--- src/sync_serial_pkg.sv ---
// Purpose: constants for the synchronous serial shift port
// Assumes: 8-bit register port, one 10 MHz clock
// Notes: addresses are full 16-bit values, decoded on all 16 bits
package sync_serial_pkg;
  localparam logic [15:0] SERIAL_CONTROL_ADDR        = 16'hFFA0;
  localparam logic [15:0] SERIAL_CONTROL_STATUS_ADDR = 16'hFFA1;
  localparam logic [15:0] SERIAL_DATA_UPPER_ADDR     = 16'hFFA2;
  localparam logic [15:0] SERIAL_DATA_LOWER_ADDR     = 16'hFFA3;
  localparam logic [7:0]  SERIAL_CONTROL_RESET       = 8'h00;
  localparam logic [7:0]  SERIAL_STATUS_RESET        = 8'h80;
  localparam int          MODE_HI_BIT                = 7;
  localparam int          MODE_LO_BIT                = 6;
  localparam int          CLOCK_SOURCE_BIT           = 3;
  localparam int          TX_LEVEL_BIT               = 6;
  localparam int          OVERRUN_BIT                = 5;
  localparam int          START_BIT                  = 0;
  localparam logic [1:0]  MODE_8BIT                  = 2'h0;
  localparam logic [1:0]  MODE_16BIT                 = 2'h1;
  localparam logic [1:0]  MODE_CLOCK_OUT             = 2'h2;
  localparam int          DIV_WIDTH                  = 10;
endpackage : sync_serial_pkg

--- src/serial_prescaler.sv ---
// Purpose: free running divider giving serial clock half-period enables
// Assumes: synchronous reset
// Notes: half-period pulse at twice the selected serial rate
`timescale 1ns/1ns
`default_nettype none
module serial_prescaler
  import sync_serial_pkg::*;
(
  input  wire logic       ref_clk,
  input  wire logic       srst,
  input  wire logic [2:0] div_sel,
  output logic            half_tick
);
  logic [DIV_WIDTH-1:0] count;

  function automatic logic [DIV_WIDTH-1:0] half_mask(input logic [2:0] sel);
    unique case (sel)
      3'h0:    half_mask = 10'h1FF;
      3'h1:    half_mask = 10'h07F;
      3'h2:    half_mask = 10'h01F;
      3'h3:    half_mask = 10'h00F;
      3'h4:    half_mask = 10'h007;
      3'h5:    half_mask = 10'h003;
      3'h6:    half_mask = 10'h001;
      default: half_mask = 10'h000;
    endcase
  endfunction : half_mask

  always_ff @(posedge ref_clk)
  begin
    if (srst)
      count <= '0;
    else
      count <= count + 10'h001;
  end

  always_comb
  begin
    half_tick = ((count & half_mask(div_sel)) == half_mask(div_sel));
  end
endmodule : serial_prescaler
`default_nettype wire

--- src/sync_serial_shift_port.sv ---
// Purpose: synchronous serial shift channel with register port
// Assumes: pins synchronous to ref_clk; external clock slow versus ref_clk
// Notes: read data valid one cycle after read strobe
`timescale 1ns/1ns
`default_nettype none
module sync_serial_shift_port
  import sync_serial_pkg::*;
(
  input  wire logic        ref_clk,
  input  wire logic        srst,
  input  wire logic [15:0] reg_addr,
  input  wire logic [7:0]  reg_wdata,
  input  wire logic        reg_write,
  input  wire logic        reg_read,
  output logic [7:0]       reg_rdata,
  input  wire logic        serial_clock_pin_in,
  output logic             serial_clock_pin_out,
  output logic             serial_clock_pin_oe,
  input  wire logic        serial_rx_pin,
  output logic             serial_tx_pin,
  output logic             data_pins_in_use,
  output logic             transfer_irq
);
  import sync_serial_pkg::*;

  typedef enum logic [1:0] {IDLE, WAIT_CLK, SHIFT} state_e;

  state_e      state;
  logic [7:0]  serial_control;
  logic [7:0]  serial_data_upper;
  logic [7:0]  serial_data_lower;
  logic        overrun_flag;
  logic        overrun_seen;
  logic [4:0]  bit_count;
  logic        ext_clk_d;
  logic        half_tick;
  logic        rise_ev;
  logic        fall_ev;
  logic        int_clk;
  logic        next_int_clk;
  logic [1:0]  op_mode;
  logic        ext_src;
  logic        sel_ctrl;
  logic        sel_stat;
  logic        sel_upper;
  logic        sel_lower;
  logic        busy;
  logic        done;
  logic [4:0]  last_bit;

  assign op_mode   = serial_control[MODE_HI_BIT:MODE_LO_BIT];
  assign ext_src   = serial_control[CLOCK_SOURCE_BIT];
  assign sel_ctrl  = (reg_addr == SERIAL_CONTROL_ADDR);
  assign sel_stat  = (reg_addr == SERIAL_CONTROL_STATUS_ADDR);
  assign sel_upper = (reg_addr == SERIAL_DATA_UPPER_ADDR);
  assign sel_lower = (reg_addr == SERIAL_DATA_LOWER_ADDR);
  assign busy      = (state != IDLE);
  assign last_bit  = (op_mode == MODE_16BIT) ? 5'h0F : 5'h07;

  serial_prescaler u_prescaler (
    .ref_clk   (ref_clk),
    .srst      (srst),
    .div_sel   (serial_control[2:0]),
    .half_tick (half_tick)
  );

  always_comb
  begin
    if (ext_src)
    begin
      rise_ev = serial_clock_pin_in & ~ext_clk_d;
      fall_ev = ~serial_clock_pin_in & ext_clk_d;
    end
    else
    begin
      rise_ev = half_tick & ~int_clk & (state == SHIFT);
      fall_ev = half_tick & int_clk & (state == SHIFT);
    end
  end

  always_ff @(posedge ref_clk)
  begin
    if (srst)
      ext_clk_d <= 1'b1;
    else
      ext_clk_d <= serial_clock_pin_in;
  end

  // Internal clock idles high; the first fall begins bit 0
  always_comb
  begin
    next_int_clk = int_clk;
    if (op_mode == MODE_CLOCK_OUT || state == SHIFT)
    begin
      if (half_tick)
        next_int_clk = ~int_clk;
    end
    else
      next_int_clk = 1'b1;
  end

  always_ff @(posedge ref_clk)
  begin
    if (srst)
      int_clk <= 1'b1;
    else
      int_clk <= next_int_clk;
  end

  always_ff @(posedge ref_clk)
  begin
    if (srst)
      serial_control <= SERIAL_CONTROL_RESET;
    else if (reg_write && sel_ctrl)
      serial_control <= reg_wdata;
  end

  assign done = (state == SHIFT) && rise_ev && (bit_count == last_bit);

  always_ff @(posedge ref_clk)
  begin
    if (srst)
      state <= IDLE;
    else if (reg_write && sel_ctrl)
      state <= IDLE;
    else
      unique case (state)
        IDLE:
          if (reg_write && sel_stat && reg_wdata[START_BIT] && op_mode != MODE_CLOCK_OUT)
            state <= ext_src ? WAIT_CLK : SHIFT;
        WAIT_CLK:
          if (fall_ev)
            state <= SHIFT;
        SHIFT:
          if (done)
            state <= IDLE;
      endcase
  end

  always_ff @(posedge ref_clk)
  begin
    if (srst)
      bit_count <= 5'h00;
    else if (state != SHIFT)
      bit_count <= 5'h00;
    else if (rise_ev)
      bit_count <= bit_count + 5'h01;
  end

  always_ff @(posedge ref_clk)
  begin
    if (reg_write && sel_lower && !busy)
      serial_data_lower <= reg_wdata;
    else if (state == SHIFT && rise_ev)
    begin
      if (op_mode == MODE_16BIT)
        serial_data_lower <= {serial_data_upper[0], serial_data_lower[7:1]};
      else
        serial_data_lower <= {serial_rx_pin, serial_data_lower[7:1]};
    end
  end

  always_ff @(posedge ref_clk)
  begin
    if (reg_write && sel_upper && !busy)
      serial_data_upper <= reg_wdata;
    else if (state == SHIFT && rise_ev && op_mode == MODE_16BIT)
      serial_data_upper <= {serial_rx_pin, serial_data_upper[7:1]};
  end

  always_ff @(posedge ref_clk)
  begin
    if (srst)
      serial_tx_pin <= 1'b0;
    else if (reg_write && sel_stat && !busy)
      serial_tx_pin <= reg_wdata[TX_LEVEL_BIT];
    else if (busy && fall_ev)
      serial_tx_pin <= serial_data_lower[0];
  end

  always_ff @(posedge ref_clk)
  begin
    if (srst)
    begin
      overrun_flag <= 1'b0;
      overrun_seen <= 1'b0;
    end
    else
    begin
      if (reg_read && sel_stat)
        overrun_seen <= overrun_flag;
      if (ext_src && state == IDLE && fall_ev && op_mode != MODE_CLOCK_OUT)
        overrun_flag <= 1'b1;
      else if (reg_write && sel_stat && !reg_wdata[OVERRUN_BIT] && overrun_seen)
      begin
        overrun_flag <= 1'b0;
        overrun_seen <= 1'b0;
      end
    end
  end

  always_ff @(posedge ref_clk)
  begin
    if (srst)
      transfer_irq <= 1'b0;
    else
      // A control write in the completing cycle still counts as an abort
      transfer_irq <= done && !(reg_write && sel_ctrl);
  end

  always_ff @(posedge ref_clk)
  begin
    if (srst)
    begin
      serial_clock_pin_out <= 1'b1;
      serial_clock_pin_oe  <= 1'b1;
    end
    else
    begin
      // Pin moves on the same edge as tx and rx sampling, so even /2 keeps the phases
      serial_clock_pin_out <= next_int_clk;
      serial_clock_pin_oe  <= ~ext_src;
    end
  end

  // data pins free in clock-out mode
  always_ff @(posedge ref_clk)
  begin
    if (srst)
      data_pins_in_use <= 1'b1;
    else
      data_pins_in_use <= (op_mode != MODE_CLOCK_OUT);
  end

  // status readback, bit 7 reads one
  always_ff @(posedge ref_clk)
  begin
    if (srst)
      reg_rdata <= 8'h00;
    else if (reg_read)
    begin
      if (sel_ctrl)
        reg_rdata <= serial_control;
      else if (sel_stat)
        reg_rdata <= SERIAL_STATUS_RESET | {1'b0, serial_tx_pin, overrun_flag, 4'h0, busy};
      else if (sel_upper)
        reg_rdata <= serial_data_upper;
      else if (sel_lower)
        reg_rdata <= serial_data_lower;
      else
        reg_rdata <= 8'h00;
    end
    else
      reg_rdata <= 8'h00;
  end
endmodule : sync_serial_shift_port
`default_nettype wire

--- config.mk ---
export PLATFORM = sky130hd
export DESIGN_NAME = sync_serial_shift_port
export DESIGN_NICKNAME = d
export VERILOG_FILES = /design/src/sync_serial_pkg.sv /design/src/serial_prescaler.sv /design/src/sync_serial_shift_port.sv
export SDC_FILE = /design/constraint.sdc
export NUM_CORES = 1
export LEC_CHECK = 0
export CELL_PAD_IN_SITES_DETAIL_PLACEMENT = 1
export CELL_PAD_IN_SITES_GLOBAL_PLACEMENT = 2
export CORE_UTILIZATION = 36
export DETAILED_ROUTE_END_ITERATION = 12
export DONT_BUFFER_PORTS = 1
export PLACE_DENSITY_LB_ADDON = 0.25
export SLEW_MARGIN = 5
export SYNTH_ARGS = -nofsm -noshare
export SYNTH_HDL_FRONTEND = slang
export SYNTH_HIERARCHICAL = 1
export SYNTH_SLANG_ARGS = --single-unit
--- constraint.sdc ---
create_clock -name ref_clk -period 2.69 [get_ports ref_clk]
set_input_delay 0.4035 -clock ref_clk [delete_from_list [all_inputs] [get_ports ref_clk]]
set_output_delay 0.4035 -clock ref_clk [all_outputs]
set_load 0.05 [all_outputs]
==> results of run 1 <==
cell type report:
class / instances / area share
sequential: 56 / 0.440
timing repair buffer: 6 / 0.0155
clock buffer: 5 / 0.0236
clock inverter: 3 / 0.00644
multi-input combinational: 189 / 0.460
inverter: 9 / 0.0116
tap: 99 / 0.0425
sequential cells by signal, indices dropped and copies added (netlist names):
signal	count
bit_count	5
data_pins_in_use	1
ext_clk_d	1
overrun_flag	1
overrun_seen	1
reg_rdata	8
serial_clock_pin_oe	1
serial_clock_pin_out	1
serial_control	8
serial_data_lower	8
serial_data_upper	8
serial_tx_pin	1
state	2
transfer_irq	1
u_prescaler/count	9
placed cells by master (no fill, tap or decap), types with 3 or more instances in the layout:
master / synthesis / layout
sky130_fd_sc_hd__a222oi_1: 4 / 4
sky130_fd_sc_hd__nand2b_1: 5 / 5
sky130_fd_sc_hd__clkbuf_8: 0 / 5
sky130_fd_sc_hd__edfxtp_1: 16 / 16
sky130_fd_sc_hd__dfxtp_1: 40 / 40
sky130_fd_sc_hd__mux2_1: 11 / 11
sky130_fd_sc_hd__nor2b_1: 4 / 4
sky130_fd_sc_hd__nand3b_1: 3 / 3
sky130_fd_sc_hd__nor4_1: 5 / 5
sky130_fd_sc_hd__mux2_2: 6 / 6
sky130_fd_sc_hd__a211oi_1: 3 / 3
sky130_fd_sc_hd__xnor2_1: 4 / 4
sky130_fd_sc_hd__inv_1: 9 / 9
sky130_fd_sc_hd__a21oi_1: 18 / 18
sky130_fd_sc_hd__o21ai_0: 7 / 7
sky130_fd_sc_hd__a22oi_1: 4 / 4
sky130_fd_sc_hd__nand2_1: 28 / 28
sky130_fd_sc_hd__nor3_1: 3 / 3
sky130_fd_sc_hd__buf_4: 0 / 6
sky130_fd_sc_hd__nand3_1: 7 / 7
sky130_fd_sc_hd__ha_1: 5 / 5
sky130_fd_sc_hd__nand4_1: 6 / 6
sky130_fd_sc_hd__o31ai_1: 4 / 4
sky130_fd_sc_hd__nor2_1: 17 / 17
sky130_fd_sc_hd__xor2_1: 5 / 5
stage by stage:
step           hold slack [ns]  area (um^2)  utilization
2_1_floorplan            0.429         2690            -
3_3_place_gp             0.442         2830        0.390
3_5_place_dp             0.449         2830        0.390
4_1_cts                  0.140         2910        0.402
5_1_grt                  0.140         2910        0.402
6_report                 0.156         2910        0.402
logic make-up after synthesis:
family                     after synthesis
xor gates and xnor gates                 9
adders and majority gates                5
AOI/OAI and AO/OA                       51
and+or+nand+nor                        104
muxes                                   20
DFF                                     56
buffers and inverters                   17
worst paths after layout:
path                                     endpoint  slack [ns]  depth (start not counted)
setup reg to reg   serial_data_lower[7]$_DFFE_PP_        0.36                          7
hold / removal    u_prescaler/count[5]$_SDFF_PP0_        0.16                          1
hold reg to reg    serial_control[4]$_SDFFE_PP0P_        0.45                          2
setup / recovery   serial_data_lower[7]$_DFFE_PP_        0.36                          7
synthesized netlist by cell type, types with 2 or more instances:
library cell / count
sky130_fd_sc_hd__mux2_2: 6
sky130_fd_sc_hd__a21boi_1: 2
sky130_fd_sc_hd__or4_1: 2
sky130_fd_sc_hd__a22oi_1: 4
sky130_fd_sc_hd__or2_2: 2
sky130_fd_sc_hd__o31a_1: 2
sky130_fd_sc_hd__o31ai_1: 4
sky130_fd_sc_hd__inv_1: 9
sky130_fd_sc_hd__a41oi_1: 2
sky130_fd_sc_hd__xor2_1: 5
sky130_fd_sc_hd__a21oi_1: 18
sky130_fd_sc_hd__or2_1: 2
sky130_fd_sc_hd__o21ai_0: 7
sky130_fd_sc_hd__ha_1: 5
sky130_fd_sc_hd__and2_1: 2
sky130_fd_sc_hd__or3_1: 2
sky130_fd_sc_hd__a211oi_1: 3
sky130_fd_sc_hd__dfxtp_1: 40
sky130_fd_sc_hd__nor2b_1: 4
sky130_fd_sc_hd__edfxtp_1: 16
sky130_fd_sc_hd__nor4_1: 5
sky130_fd_sc_hd__nand4_1: 6
sky130_fd_sc_hd__a222oi_1: 4
sky130_fd_sc_hd__buf_2: 2
sky130_fd_sc_hd__xnor2_1: 4
sky130_fd_sc_hd__nor3_1: 3
sky130_fd_sc_hd__nand2_1: 28
sky130_fd_sc_hd__nor2_1: 17
sky130_fd_sc_hd__clkbuf_1: 6
sky130_fd_sc_hd__mux2_1: 11
sky130_fd_sc_hd__nand3b_1: 3
sky130_fd_sc_hd__nand3_1: 7
sky130_fd_sc_hd__nand2b_1: 5
sky130_fd_sc_hd__mux2i_1: 2
report_power, final:
part | switching, mW | leakage, nW | total (mW) | internal, mW
clock | 0.277 | 0.0378 | 0.458 | 0.181
sequential | 0.00516 | 0.467 | 0.872 | 0.866
combinational | 0.0125 | 0.408 | 0.0296 | 0.0171
total | 0.295 | 0.913 | 1.36 | 1.06
layer usage:
layer / wire [um] / share of wire / global-route usage
met3: 269 / 0.041 / 0.0438
met1: 3120 / 0.48 / 0.234
met5: 0 / 0 / 0
met4: 64 / 0.0098 / 0.0396
met2: 3070 / 0.47 / 0.286
==> key figures, run 1 <==
Status
  – Status: completed

Synthesis
  – Area share of xor/xnor cells in the synthesized design: 0.0293
  – Synth Area in Adders: 0.0233
  – Fraction of the yosys area taken by sequential cells: 0.477
  – Most area-consuming cells after synthesis: sky130_fd_sc_hd__dfxtp_1 30%, sky130_fd_sc_hd__edfxtp_1 18%, sky130_fd_sc_hd__mux2_1 4.6%, sky130_fd_sc_hd__nand2_1 3.9%, sky130_fd_sc_hd__a21oi_1 3.4%
  – Dominant cell type by area after synthesis: sky130_fd_sc_hd__dfxtp_1
  – Post-synthesis share of cell area spent on and, or, nand and nor gates: 0.232
  – Number of warnings printed during yosys synthesis: 6
  – Dominant combinational cell family by area after synthesis: simple AND/OR/NAND/NOR gates
  – Number of synthesized register bits: 56
  – Async set or reset register ratio after synthesis: 0
  – Mean area per synthesized cell: a little over 10 um^2
  – Share of synthesized area spent on multiplexers: 0.0870
  – Synthesized instance count: 262
  – Prevailing post-synth register cell: sky130_fd_sc_hd__dfxtp_1
  – Distinct cells, synth: 56
  – Net count of the mapped netlist: between 200 and 300
  – EDFF count, synth: 16
  – Cell area after synthesis: 0.00269 mm^2
  – Share of Yosys cell area claimed by the top area cell type: 0.298
  – Compound-Gate Fraction of Synth Area: 0.127

STA
  – Smallest setup slack after layout: around 0.36 ns
  – Finish-stage setup viols: 0
  – Unrepaired setup endpoints after global routing: false
  – Hold Violations, Final: 0
  – Least-Margin Pin Slew: between 1 and 1.5 ns
  – Sum Neg Setup Slack: 0 ns
  – Maximum clock skew at final layout: between 0.005 and 0.006 ns
  – Final Critical Period: between 2 and 2.5 ns
  – Max-Slew Margin vs Limit: 0.240
  – Maximum frequency from static timing analysis: 429 MHz
  – Fraction of the cycle the final worst path needs: 0.866
  – Pins Over Slew Limit: 0

Hold path
  – Kind of path behind the tightest hold check: input pin to flop
  – Min-Delay Startpoint: srst

Floorplan
  – Core region area: roughly 0.0073 mm^2
  – Floorplan die height: 88.4 um
  – Row Count: 31
  – Number of I/O pins: 43
  – Starting utilization of the core area: 0.371
  – Die span in x: about 90 um
  – Die Outline Area: just under 0.008 mm^2

Placed design
  – Routability cong.: a little under 0.8
  – Count of port buffers added during placement: 0
  – Setup Slack @ Placement: slightly above 0.1 ns
  – Total half-perimeter wirelength after legalization and detailed placement: between 4 and 5 mm
  – Cells after DPL: roughly 360

Route
  – Routed length per placed instance: approximately 18 um
  – Remaining number of nets flagged by the antenna check after routing: 0
  – # DRC: 0
  – Total iterations of the first detailed-routing run: 4
  – Iter 0 DRT Violations: 67
  – Vias after detailed routing: 2020
  – Overall routed net length: 6.53 mm
  – Average vias per placed instance: about 5.5

Critical path
  – Launch point of the worst path: u_prescaler/count[2]$_SDFF_PP0_
  – Reg-to-Reg Start: u_prescaler/count[2]$_SDFF_PP0_
  – Critical Path Start Type: flop
  – Category of the most critical setup path: flop to flop
  – Kind of end point of the critical path: flop
  – Worst stage delay on the critical path: roughly 0.45 ns
  – Category of cells accounting for the largest share of critical-path delay: compound AO/OA/AOI/OAI gates
  – Worst-path cell chain: o21ai_0, a21oi_1, o211a_1, nand2_1, o31ai_1, nand2_1, o21ai_0
  – Required time worst endpoint: roughly 2.6 ns
  – Slowest cell on the critical path: sky130_fd_sc_hd__o21ai_0
  – Critical path buffers and inverters: 0
  – Maximum net fanout on the critical path: 8
  – Critical path data arrival time: 2.26 ns

Pwr
  – Power per cell area: between 400 and 500 mW/mm^2
  – Worst VDD drop: 170 uV
  – Tot Pwr: between 1 and 1.5 mW
  – P_leak: slightly above 0.9 nW

GRT
  – Grt ovf: 0
  – Maximum number of pins on one net before global-route repair: 30
  – Initial antenna violation count: 0
  – Global-route usage over all layers: 0.175
  – Via count of the first global-routing pass: 1933
  – First-pass GRT wire length: about 10 mm

Clocking
  – Clk_lat worst skew: 0.30 ns
  – # Post-CTS Setup Buffers: 0
  – # hold bufs at CTS: 0
  – Largest buffer count on any clock path: 2
  – Number of buffers inserted during clock tree synthesis: 5
  – H-tree depth: 2
  – Post-cts gate resize count: 0
  – Number of sinks handled by clock tree synthesis: 56
  – Clock tree from TritonCTS: done
  – Clock transition time at the flip-flop clock pins of the worst setup and hold paths: 0.10 ns
  – Clock tree root buffer cell: sky130_fd_sc_hd__clkbuf_8

Final layout
  – Share of cells above drive strength 1: 0.123
  – Number of nets in the layout: 302
  – Antenna diode instance count: 0
  – P&R area growth vs syn: 8.33%
  – Layout filler cell count: ~820
  – Combined area of the multi-input logic cells: around 0.0013 mm^2
  – Sequential standard cell area: roughly 0.0013 mm^2
  – Final Non-Filler Cells: between 300 and 400

Run
  – Count of max-cap constraint violations: 0
(Power assumes the default switching activity.)
==> run 2: changes to the inputs <==
--- a/config.mk
+++ b/config.mk
@@ -11,6 +11,7 @@
 export DETAILED_ROUTE_END_ITERATION = 12
 export DONT_BUFFER_PORTS = 1
 export PLACE_DENSITY_LB_ADDON = 0.25
+export RECOVER_POWER = 25
 export SLEW_MARGIN = 5
 export SYNTH_ARGS = -nofsm -noshare
 export SYNTH_HDL_FRONTEND = slang
==> run 2 against run 1 <==
Compared with the run above:
- hold slack gained 0.0033 ns
- clock skew is essentially flat
- critical path depth is the same
- count of clock-buffer cells in the layout is the same
- register-to-register slack lost 0.02 ns
- core utilization shrank 0.086 points
- setup slack lost 0.016 ns
- global-route usage is the same
- combinational power is essentially flat
- wire length grew 0.21%
- fmax shrank 0.70%
- largest cell class unchanged
==> key figures, run 2 (synthesized netlist as in run 1, its figures left out) <==
Status
  – Status: completed (unchanged)

Final layout
  – Number of nets in the layout: 302 (unchanged)
  – Commonest cells after routing, fill and taps aside: 40 x sky130_fd_sc_hd__dfxtp_1, 28 x sky130_fd_sc_hd__nand2_1, 18 x sky130_fd_sc_hd__a21oi_1 (unchanged)
  – P&R area growth vs syn: 8.10% (was 8.33%)
  – Biggest register: u_prescaler/count (unchanged)
  – Most common cell after layout, fill and taps aside: sky130_fd_sc_hd__dfxtp_1 (unchanged)
  – Share of cells above drive strength 1: 0.119 (was 0.123)
  – Largest register FFs: 9 (unchanged)
  – Antenna diode instance count: 0 (unchanged)
  – Share of the core filled with cells: 0.401 (was 0.402)

Route
  – Overall routed net length: 6.54 mm (was 6.53 mm)
  – Iter 0 DRT Violations: 76 (was 67)
  – Remaining number of nets flagged by the antenna check after routing: 0 (unchanged)
  – Total iterations of the first detailed-routing run: 5 (was 4)
  – # DRC: 0 (unchanged)
  – Vias after detailed routing: 2010 (was 2020)
  – Routed length per placed instance: 17.8 um (about the same)
  – Average vias per placed instance: 5.48 (was 5.50)

Critical path
  – Critical path data arrival time: 2.28 ns (was 2.26 ns)
  – Kind of end point of the critical path: flop (unchanged)
  – Required time worst endpoint: 2.62 ns (about the same)
  – Category of the most critical setup path: flop to flop (unchanged)
  – Critical Path Start Type: flop (unchanged)
  – Maximum net fanout on the critical path: 8 (unchanged)

Run
  – Count of max-cap constraint violations: 0 (unchanged)

Clocking
  – Largest buffer count on any clock path: 2 (unchanged)
  – Clock transition time at the flip-flop clock pins of the worst setup and hold paths: 0.10 ns (about the same)
  – Clock tree from TritonCTS: done (unchanged)
  – Clock tree root buffer cell: sky130_fd_sc_hd__clkbuf_8 (unchanged)
  – Number of buffers inserted during clock tree synthesis: 5 (unchanged)
  – Post-cts gate resize count: 0 (unchanged)
  – H-tree depth: 2 (unchanged)
  – # Post-CTS Setup Buffers: 0 (unchanged)
  – # hold bufs at CTS: 0 (unchanged)
  – Number of sinks handled by clock tree synthesis: 56 (unchanged)
  – Clk_lat worst skew: 0.30 ns (about the same)

Pwr
  – Portion of total power attributed to sequential cells: 0.641 (about the same)
  – Worst VDD drop: 170 uV (about the same)
  – Cell-internal power: 1.06 mW (about the same)
  – Sw power: 294 uW (was 295 uW)
  – P_leak: 0.907 nW (was 0.913 nW)
  – Tot Pwr: 1.36 mW (about the same)
  – Power per cell area: 467 mW/mm^2 (about the same)
  – Clock network fraction of design power: 0.337 (about the same)
  – Switching Share: 0.217 (about the same)
  – Combinational cell fraction of total power: 0.022 (about the same)

STA
  – Final Critical Period: 2.34 ns (was 2.33 ns)
  – Finish-stage setup viols: 0 (unchanged)
  – Hold Violations, Final: 0 (unchanged)
  – Smallest setup slack after layout: 0.345 ns (was 0.361 ns)
  – Max-Slew Margin vs Limit: 0.241 (was 0.240)
  – Maximum frequency from static timing analysis: 426 MHz (was 429 MHz)
  – Fraction of the cycle the final worst path needs: 0.872 (was 0.866)
  – Maximum clock skew at final layout: 0.00578 ns (was 0.00539 ns)
  – Sum Neg Setup Slack: 0 ns (unchanged)
  – Min Hold Slack: 0.159 ns (was 0.156 ns)
  – Least-Margin Pin Slew: 1.13 ns (about the same)
  – Pins Over Slew Limit: 0 (unchanged)
  – Unrepaired setup endpoints after global routing: false (unchanged)

GRT
  – Global-route usage over all layers: 0.175 (unchanged)
  – Maximum number of pins on one net before global-route repair: 30 (unchanged)
  – Grt ovf: 0 (unchanged)
  – Initial antenna violation count: 0 (unchanged)
  – First-pass GRT wire length: 10.3 mm (unchanged)
  – Via count of the first global-routing pass: 1933 (unchanged)

Placed design
  – Total half-perimeter wirelength after legalization and detailed placement: 4.88 mm (unchanged)
  – Setup Slack @ Placement: 0.101 ns (unchanged)
  – Count of port buffers added during placement: 0 (unchanged)
  – Routability cong.: 0.785 (unchanged)

Floorplan
  – Die span in x: 88.4 um (unchanged)
  – Row Count: 31 (unchanged)
  – Die Outline Area: 0.00782 mm^2 (unchanged)
  – Core region area: 0.00725 mm^2 (unchanged)
  – Number of I/O pins: 43 (unchanged)
  – Floorplan die height: 88.4 um (unchanged)
  – Starting utilization of the core area: 0.371 (unchanged)

Hold path
  – Kind of path behind the tightest hold check: input pin to flop (unchanged)
[run 2: cell count changes in the layout (fill, tap and decap cells not counted)]
cell	before	now
sky130_fd_sc_hd__nand4_1	6	7
sky130_fd_sc_hd__nand4_2	1	0
[run 2: metrics by stage]
stage / cell area (um^2) / cells
2_1_floorplan: 2690 / 262
3_3_place_gp: 2830 / 359
3_5_place_dp: 2830 / 359
4_1_cts: 2910 / 367
5_1_grt: 2910 / 367
6_report: 2910 / 367
[run 2: cell type report]
cell class | count | area (um^2)
Timing Repair Buffer | 6 | 45.0
Inverter | 9 | 33.8
Multi-Input combinational cell | 189 | 1340
Fill cell | 823 | 4350
Clock inverter | 3 | 18.8
Tap cell | 99 | 124
Clock buffer | 5 | 68.8
Sequential cell | 56 | 1280
[run 2: power by group through the flow]
stage,Clock [mW],Combinational [mW],Sequential (mW)
2_1_floorplan,0,0.0334,0.890
3_3_place_gp,0,0.0290,0.891
5_1_grt,0.503,0.0320,0.872
6_report,0.458,0.0295,0.871
3_5_place_dp,0,0.0296,0.891
4_1_cts,0.482,0.0298,0.872
[run 2: final timing paths]
path / startpoint / to / slack [ns] / cells past startpoint
setup reg to reg: u_prescaler/count[2]$_SDFF_PP0_ / serial_data_lower[7]$_DFFE_PP_ / 0.35 / 7
hold reg to reg: serial_control[4]$_SDFFE_PP0P_ / serial_control[4]$_SDFFE_PP0P_ / 0.45 / 2
setup / recovery: u_prescaler/count[2]$_SDFF_PP0_ / serial_data_lower[7]$_DFFE_PP_ / 0.35 / 7
hold / removal: srst / u_prescaler/count[5]$_SDFF_PP0_ / 0.16 / 1
[run 2: per-layer routing]
layer / global-route usage / vias to the layer above / routed length, um
met5: 0 / - / 0
met4: 0.0396 / 0 / 69
met3: 0.0438 / 7 / 254
met2: 0.286 / 24 / 3080
met1: 0.234 / 1004 / 3140
li1: - / 975 / -
[run 2: worst max-delay path: stages, from the launching register on]
cell and delay [ns]:
sky130_fd_sc_hd__dfxtp_1 0.42, sky130_fd_sc_hd__nand4_1 0.19, sky130_fd_sc_hd__a21oi_1 0.17, sky130_fd_sc_hd__o211a_1 0.22
sky130_fd_sc_hd__nand2_1 0.09, sky130_fd_sc_hd__o31ai_1 0.28, sky130_fd_sc_hd__nand2_1 0.16, sky130_fd_sc_hd__o21ai_0 0.45
==> run 3: changes to the inputs <==
--- a/config.mk
+++ b/config.mk
@@ -12,6 +12,7 @@
 export DONT_BUFFER_PORTS = 1
 export PLACE_DENSITY_LB_ADDON = 0.25
 export RECOVER_POWER = 25
+export SETUP_SLACK_MARGIN = 0.5
 export SLEW_MARGIN = 5
 export SYNTH_ARGS = -nofsm -noshare
 export SYNTH_HDL_FRONTEND = slang
==> run 3 against run 2 <==
Compared with the run above:
- clock power grew 4%
- global-route usage up 0.68 points
- largest power group unchanged
- first-iteration DRC count decreased by 14%
==> key figures, run 3 (synthesized netlist as in run 1, its figures left out) <==
Clocking
  – Number of sinks handled by clock tree synthesis: 56 (unchanged)
  – Clk_lat worst skew: 0.31 ns (was 0.30 ns)
  – Clock transition time at the flip-flop clock pins of the worst setup and hold paths: 0.11 ns (was 0.10 ns)
  – Number of buffers inserted during clock tree synthesis: 5 (unchanged)
  – # hold bufs at CTS: 0 (unchanged)
  – Largest buffer count on any clock path: 2 (unchanged)
  – Clock tree root buffer cell: sky130_fd_sc_hd__clkbuf_8 (unchanged)
  – Clock tree from TritonCTS: done (unchanged)
  – H-tree depth: 2 (unchanged)

Critical path
  – Maximum net fanout on the critical path: 5 (was 8)
  – End of the worst register-to-register path: state[0]$_SDFFE_PP0P_ (was serial_data_lower[7]$_DFFE_PP_)
  – Worst-case register-to-register setup slack: 0.45 ns (was 0.35 ns)
  – FF-to-FF path depth: 8 (was 7)
  – Reg-to-Reg Start: u_prescaler/count[0]$_SDFF_PP0_ (was u_prescaler/count[2]$_SDFF_PP0_)
  – Kind of end point of the critical path: flop (unchanged)
  – Required time worst endpoint: 2.88 ns (was 2.62 ns)
  – Category of the most critical setup path: flop to flop (unchanged)
  – Critical Path Start Type: flop (unchanged)
  – Critical path data arrival time: 2.42 ns (was 2.28 ns)

STA
  – Hold Violations, Final: 0 (unchanged)
  – Final Critical Period: 2.24 ns (was 2.34 ns)
  – Sum Neg Setup Slack: 0 ns (unchanged)
  – Maximum clock skew at final layout: 0.00930 ns (was 0.00578 ns)
  – Least-Margin Pin Slew: 0.673 ns (was 1.13 ns)
  – Unrepaired setup endpoints after global routing: true (was false)
  – Fraction of the cycle the final worst path needs: 0.831 (was 0.872)
  – Finish-stage setup viols: 0 (unchanged)
  – Max-Slew Margin vs Limit: 0.550 (was 0.241)
  – Smallest setup slack after layout: 0.454 ns (was 0.345 ns)
  – Pins Over Slew Limit: 0 (unchanged)
  – Maximum frequency from static timing analysis: 447 MHz (was 426 MHz)

Hold path
  – Kind of path behind the tightest hold check: input pin to flop (unchanged)
  – Terminating pin of the worst hold path: serial_control[0]$_SDFFE_PP0P_ (was u_prescaler/count[5]$_SDFF_PP0_)
  – Min-Delay Startpoint: srst (unchanged)
  – Worst hold path cell count: 1 (unchanged)

Final layout
  – Biggest register: u_prescaler/count (unchanged)
  – P&R area growth vs syn: 11.4% (was 8.10%)
  – Largest register FFs: 9 (unchanged)
  – Commonest cells after routing, fill and taps aside: 32 x sky130_fd_sc_hd__dfxtp_1, 26 x sky130_fd_sc_hd__nand2_1, 17 x sky130_fd_sc_hd__nor2_1, 17 x sky130_fd_sc_hd__a21oi_1, 16 x sky130_fd_sc_hd__edfxtp_1 (was 40 x sky130_fd_sc_hd__dfxtp_1, 28 x sky130_fd_sc_hd__nand2_1, 18 x sky130_fd_sc_hd__a21oi_1)
  – Most common cell after layout, fill and taps aside: sky130_fd_sc_hd__dfxtp_1 (unchanged)
  – Number of nets in the layout: 303 (was 302)
  – Share of cells above drive strength 1: 0.201 (was 0.119)
  – Antenna diode instance count: 0 (unchanged)

Route
  – Vias after detailed routing: 2010 (unchanged)
  – Overall routed net length: 6.68 mm (was 6.54 mm)
  – Routed length per placed instance: 18.2 um (was 17.8 um)
  – Average vias per placed instance: 5.46 (was 5.48)
  – Total iterations of the first detailed-routing run: 4 (was 5)
  – Iter 0 DRT Violations: 65 (was 76)
  – # DRC: 0 (unchanged)
  – Remaining number of nets flagged by the antenna check after routing: 0 (unchanged)

GRT
  – GR Layer Usage met1: 0.248 (was 0.234)
  – Global-route usage over all layers: 0.182 (was 0.175)
  – Initial antenna violation count: 0 (unchanged)
  – Grt ovf: 0 (unchanged)
  – Via count of the first global-routing pass: 1986 (was 1933)
  – Maximum number of pins on one net before global-route repair: 30 (unchanged)
  – Layer with the highest usage: met2 (unchanged)
  – First-pass GRT wire length: 10.5 mm (was 10.3 mm)
  – GR Layer Usage met2: 0.293 (was 0.286)
  – Met3 Track Usage GR: 0.0466 (was 0.0438)

Pwr
  – Combinational cell fraction of total power: 0.021 (was 0.022)
  – Switching Share: 0.224 (was 0.217)
  – Power per cell area: 459 mW/mm^2 (was 467 mW/mm^2)
  – P_leak: 0.932 nW (was 0.907 nW)
  – Portion of total power attributed to sequential cells: 0.633 (was 0.641)
  – Cell-internal power: 1.07 mW (was 1.06 mW)
  – Worst VDD drop: 209 uV (was 170 uV)
  – Clock network fraction of design power: 0.346 (was 0.337)
  – Sw power: 308 uW (was 294 uW)

Floorplan
  – Core region area: 0.00725 mm^2 (unchanged)
  – Starting utilization of the core area: 0.371 (unchanged)
  – Floorplan die height: 88.4 um (unchanged)
  – Die Outline Area: 0.00782 mm^2 (unchanged)
  – Number of I/O pins: 43 (unchanged)
  – Row Count: 31 (unchanged)
  – Die span in x: 88.4 um (unchanged)

Placed design
  – Routability cong.: 0.779 (was 0.785)
  – Total half-perimeter wirelength after legalization and detailed placement: 4.81 mm (was 4.88 mm)
  – Count of port buffers added during placement: 0 (unchanged)
  – Setup Slack @ Placement: 0.420 ns (was 0.101 ns)

Status
  – Status: completed (unchanged)

Run
  – Count of max-cap constraint violations: 0 (unchanged)
-- run 3: changes by cell type in the layout (fill, tap and decap cells not counted), moves of 2 or more --
cell,delta
sky130_fd_sc_hd__nand2_1,-2
sky130_fd_sc_hd__nand2_2,+2
sky130_fd_sc_hd__o31ai_1,-3
sky130_fd_sc_hd__o21ai_0,-2
sky130_fd_sc_hd__dfxtp_2,+5
sky130_fd_sc_hd__o31ai_2,+3
sky130_fd_sc_hd__dfxtp_4,+3
sky130_fd_sc_hd__dfxtp_1,-8
-- run 3: metrics by stage --
step	util	cell area, um^2	hold slack, ns	instances	total power [mW]
6_report	0.413	3000	0.142	368	1.37
5_1_grt	0.413	3000	0.120	368	1.43
4_1_cts	0.404	2930	0.128	364	1.40
3_5_place_dp	0.388	2810	0.451	356	0.920
3_3_place_gp	0.388	2810	0.441	356	0.919
2_1_floorplan	-	2700	0.429	262	0.924
-- run 3: worst max-delay path by stage --
stage | startpoint | end | slack (ns) | cells past startpoint
6_report | u_prescaler/count[0]$_SDFF_PP0_ | state[0]$_SDFFE_PP0P_ | 0.45 | 8
5_1_grt | u_prescaler/count[0]$_SDFF_PP0_ | state[0]$_SDFFE_PP0P_ | 0.26 | 8
4_1_cts | u_prescaler/count[1]$_SDFF_PP0_ | serial_data_upper[3]$_DFFE_PP_ | 0.51 | 8
3_5_place_dp | u_prescaler/count[2]$_SDFF_PP0_ | serial_data_upper[3]$_DFFE_PP_ | 0.42 | 8
3_3_place_gp | u_prescaler/count[2]$_SDFF_PP0_ | serial_data_upper[3]$_DFFE_PP_ | 0.44 | 8
2_1_floorplan | u_prescaler/count[0]$_SDFF_PP0_ | serial_data_lower[0]$_DFFE_PP_ | 0.63 | 7
-- run 3: timing repair --
item / 4_1_cts / 5_1_grt
endpoints found under the setup margin: 17 / 20
resized for setup: 8 / 17
buffers inserted: 0 / 4
pin swaps: 0 / 7
-- run 3: final cells by class --
class                   instances  area (um^2)
clock buffers                   5         68.8
repair buffers                  7         52.6
flip-flops and latches         56         1300
multi-input cells             189         1390
fillers                       858         4260
clock inverters                 3         23.8
well taps                      99          124
inverters                       9         33.8
-- run 3: metal layers --
metal  vias to the layer above  part of all wire
met1                       994              0.48
met4                         0            0.0070
li1                        983                 -
met3                         4             0.035
met5                         -                 0
met2                        29              0.48
-- run 3: power by group through the flow --
| stage | Clock [mW] | Sequential, mW | Combinational (mW) |
|---|---|---|---|
| final | 0.476 | 0.870 | 0.0290 |
| after global routing | 0.531 | 0.871 | 0.0322 |
| after CTS | 0.499 | 0.873 | 0.0288 |
| after detailed placement | 0 | 0.891 | 0.0283 |
| after global placement | 0 | 0.891 | 0.0278 |
| after floorplan | 0 | 0.890 | 0.0334 |
-- run 3: worst max-delay path, cell delays in order, from the launching register on --
cell	delay, ns
sky130_fd_sc_hd__dfxtp_1	0.41
sky130_fd_sc_hd__nand4_1	0.22
sky130_fd_sc_hd__a21oi_2	0.16
sky130_fd_sc_hd__o211a_1	0.23
sky130_fd_sc_hd__nand2_2	0.07
sky130_fd_sc_hd__o31a_1	0.36
sky130_fd_sc_hd__o31a_1	0.30
sky130_fd_sc_hd__o31ai_2	0.27
sky130_fd_sc_hd__a211oi_2	0.10
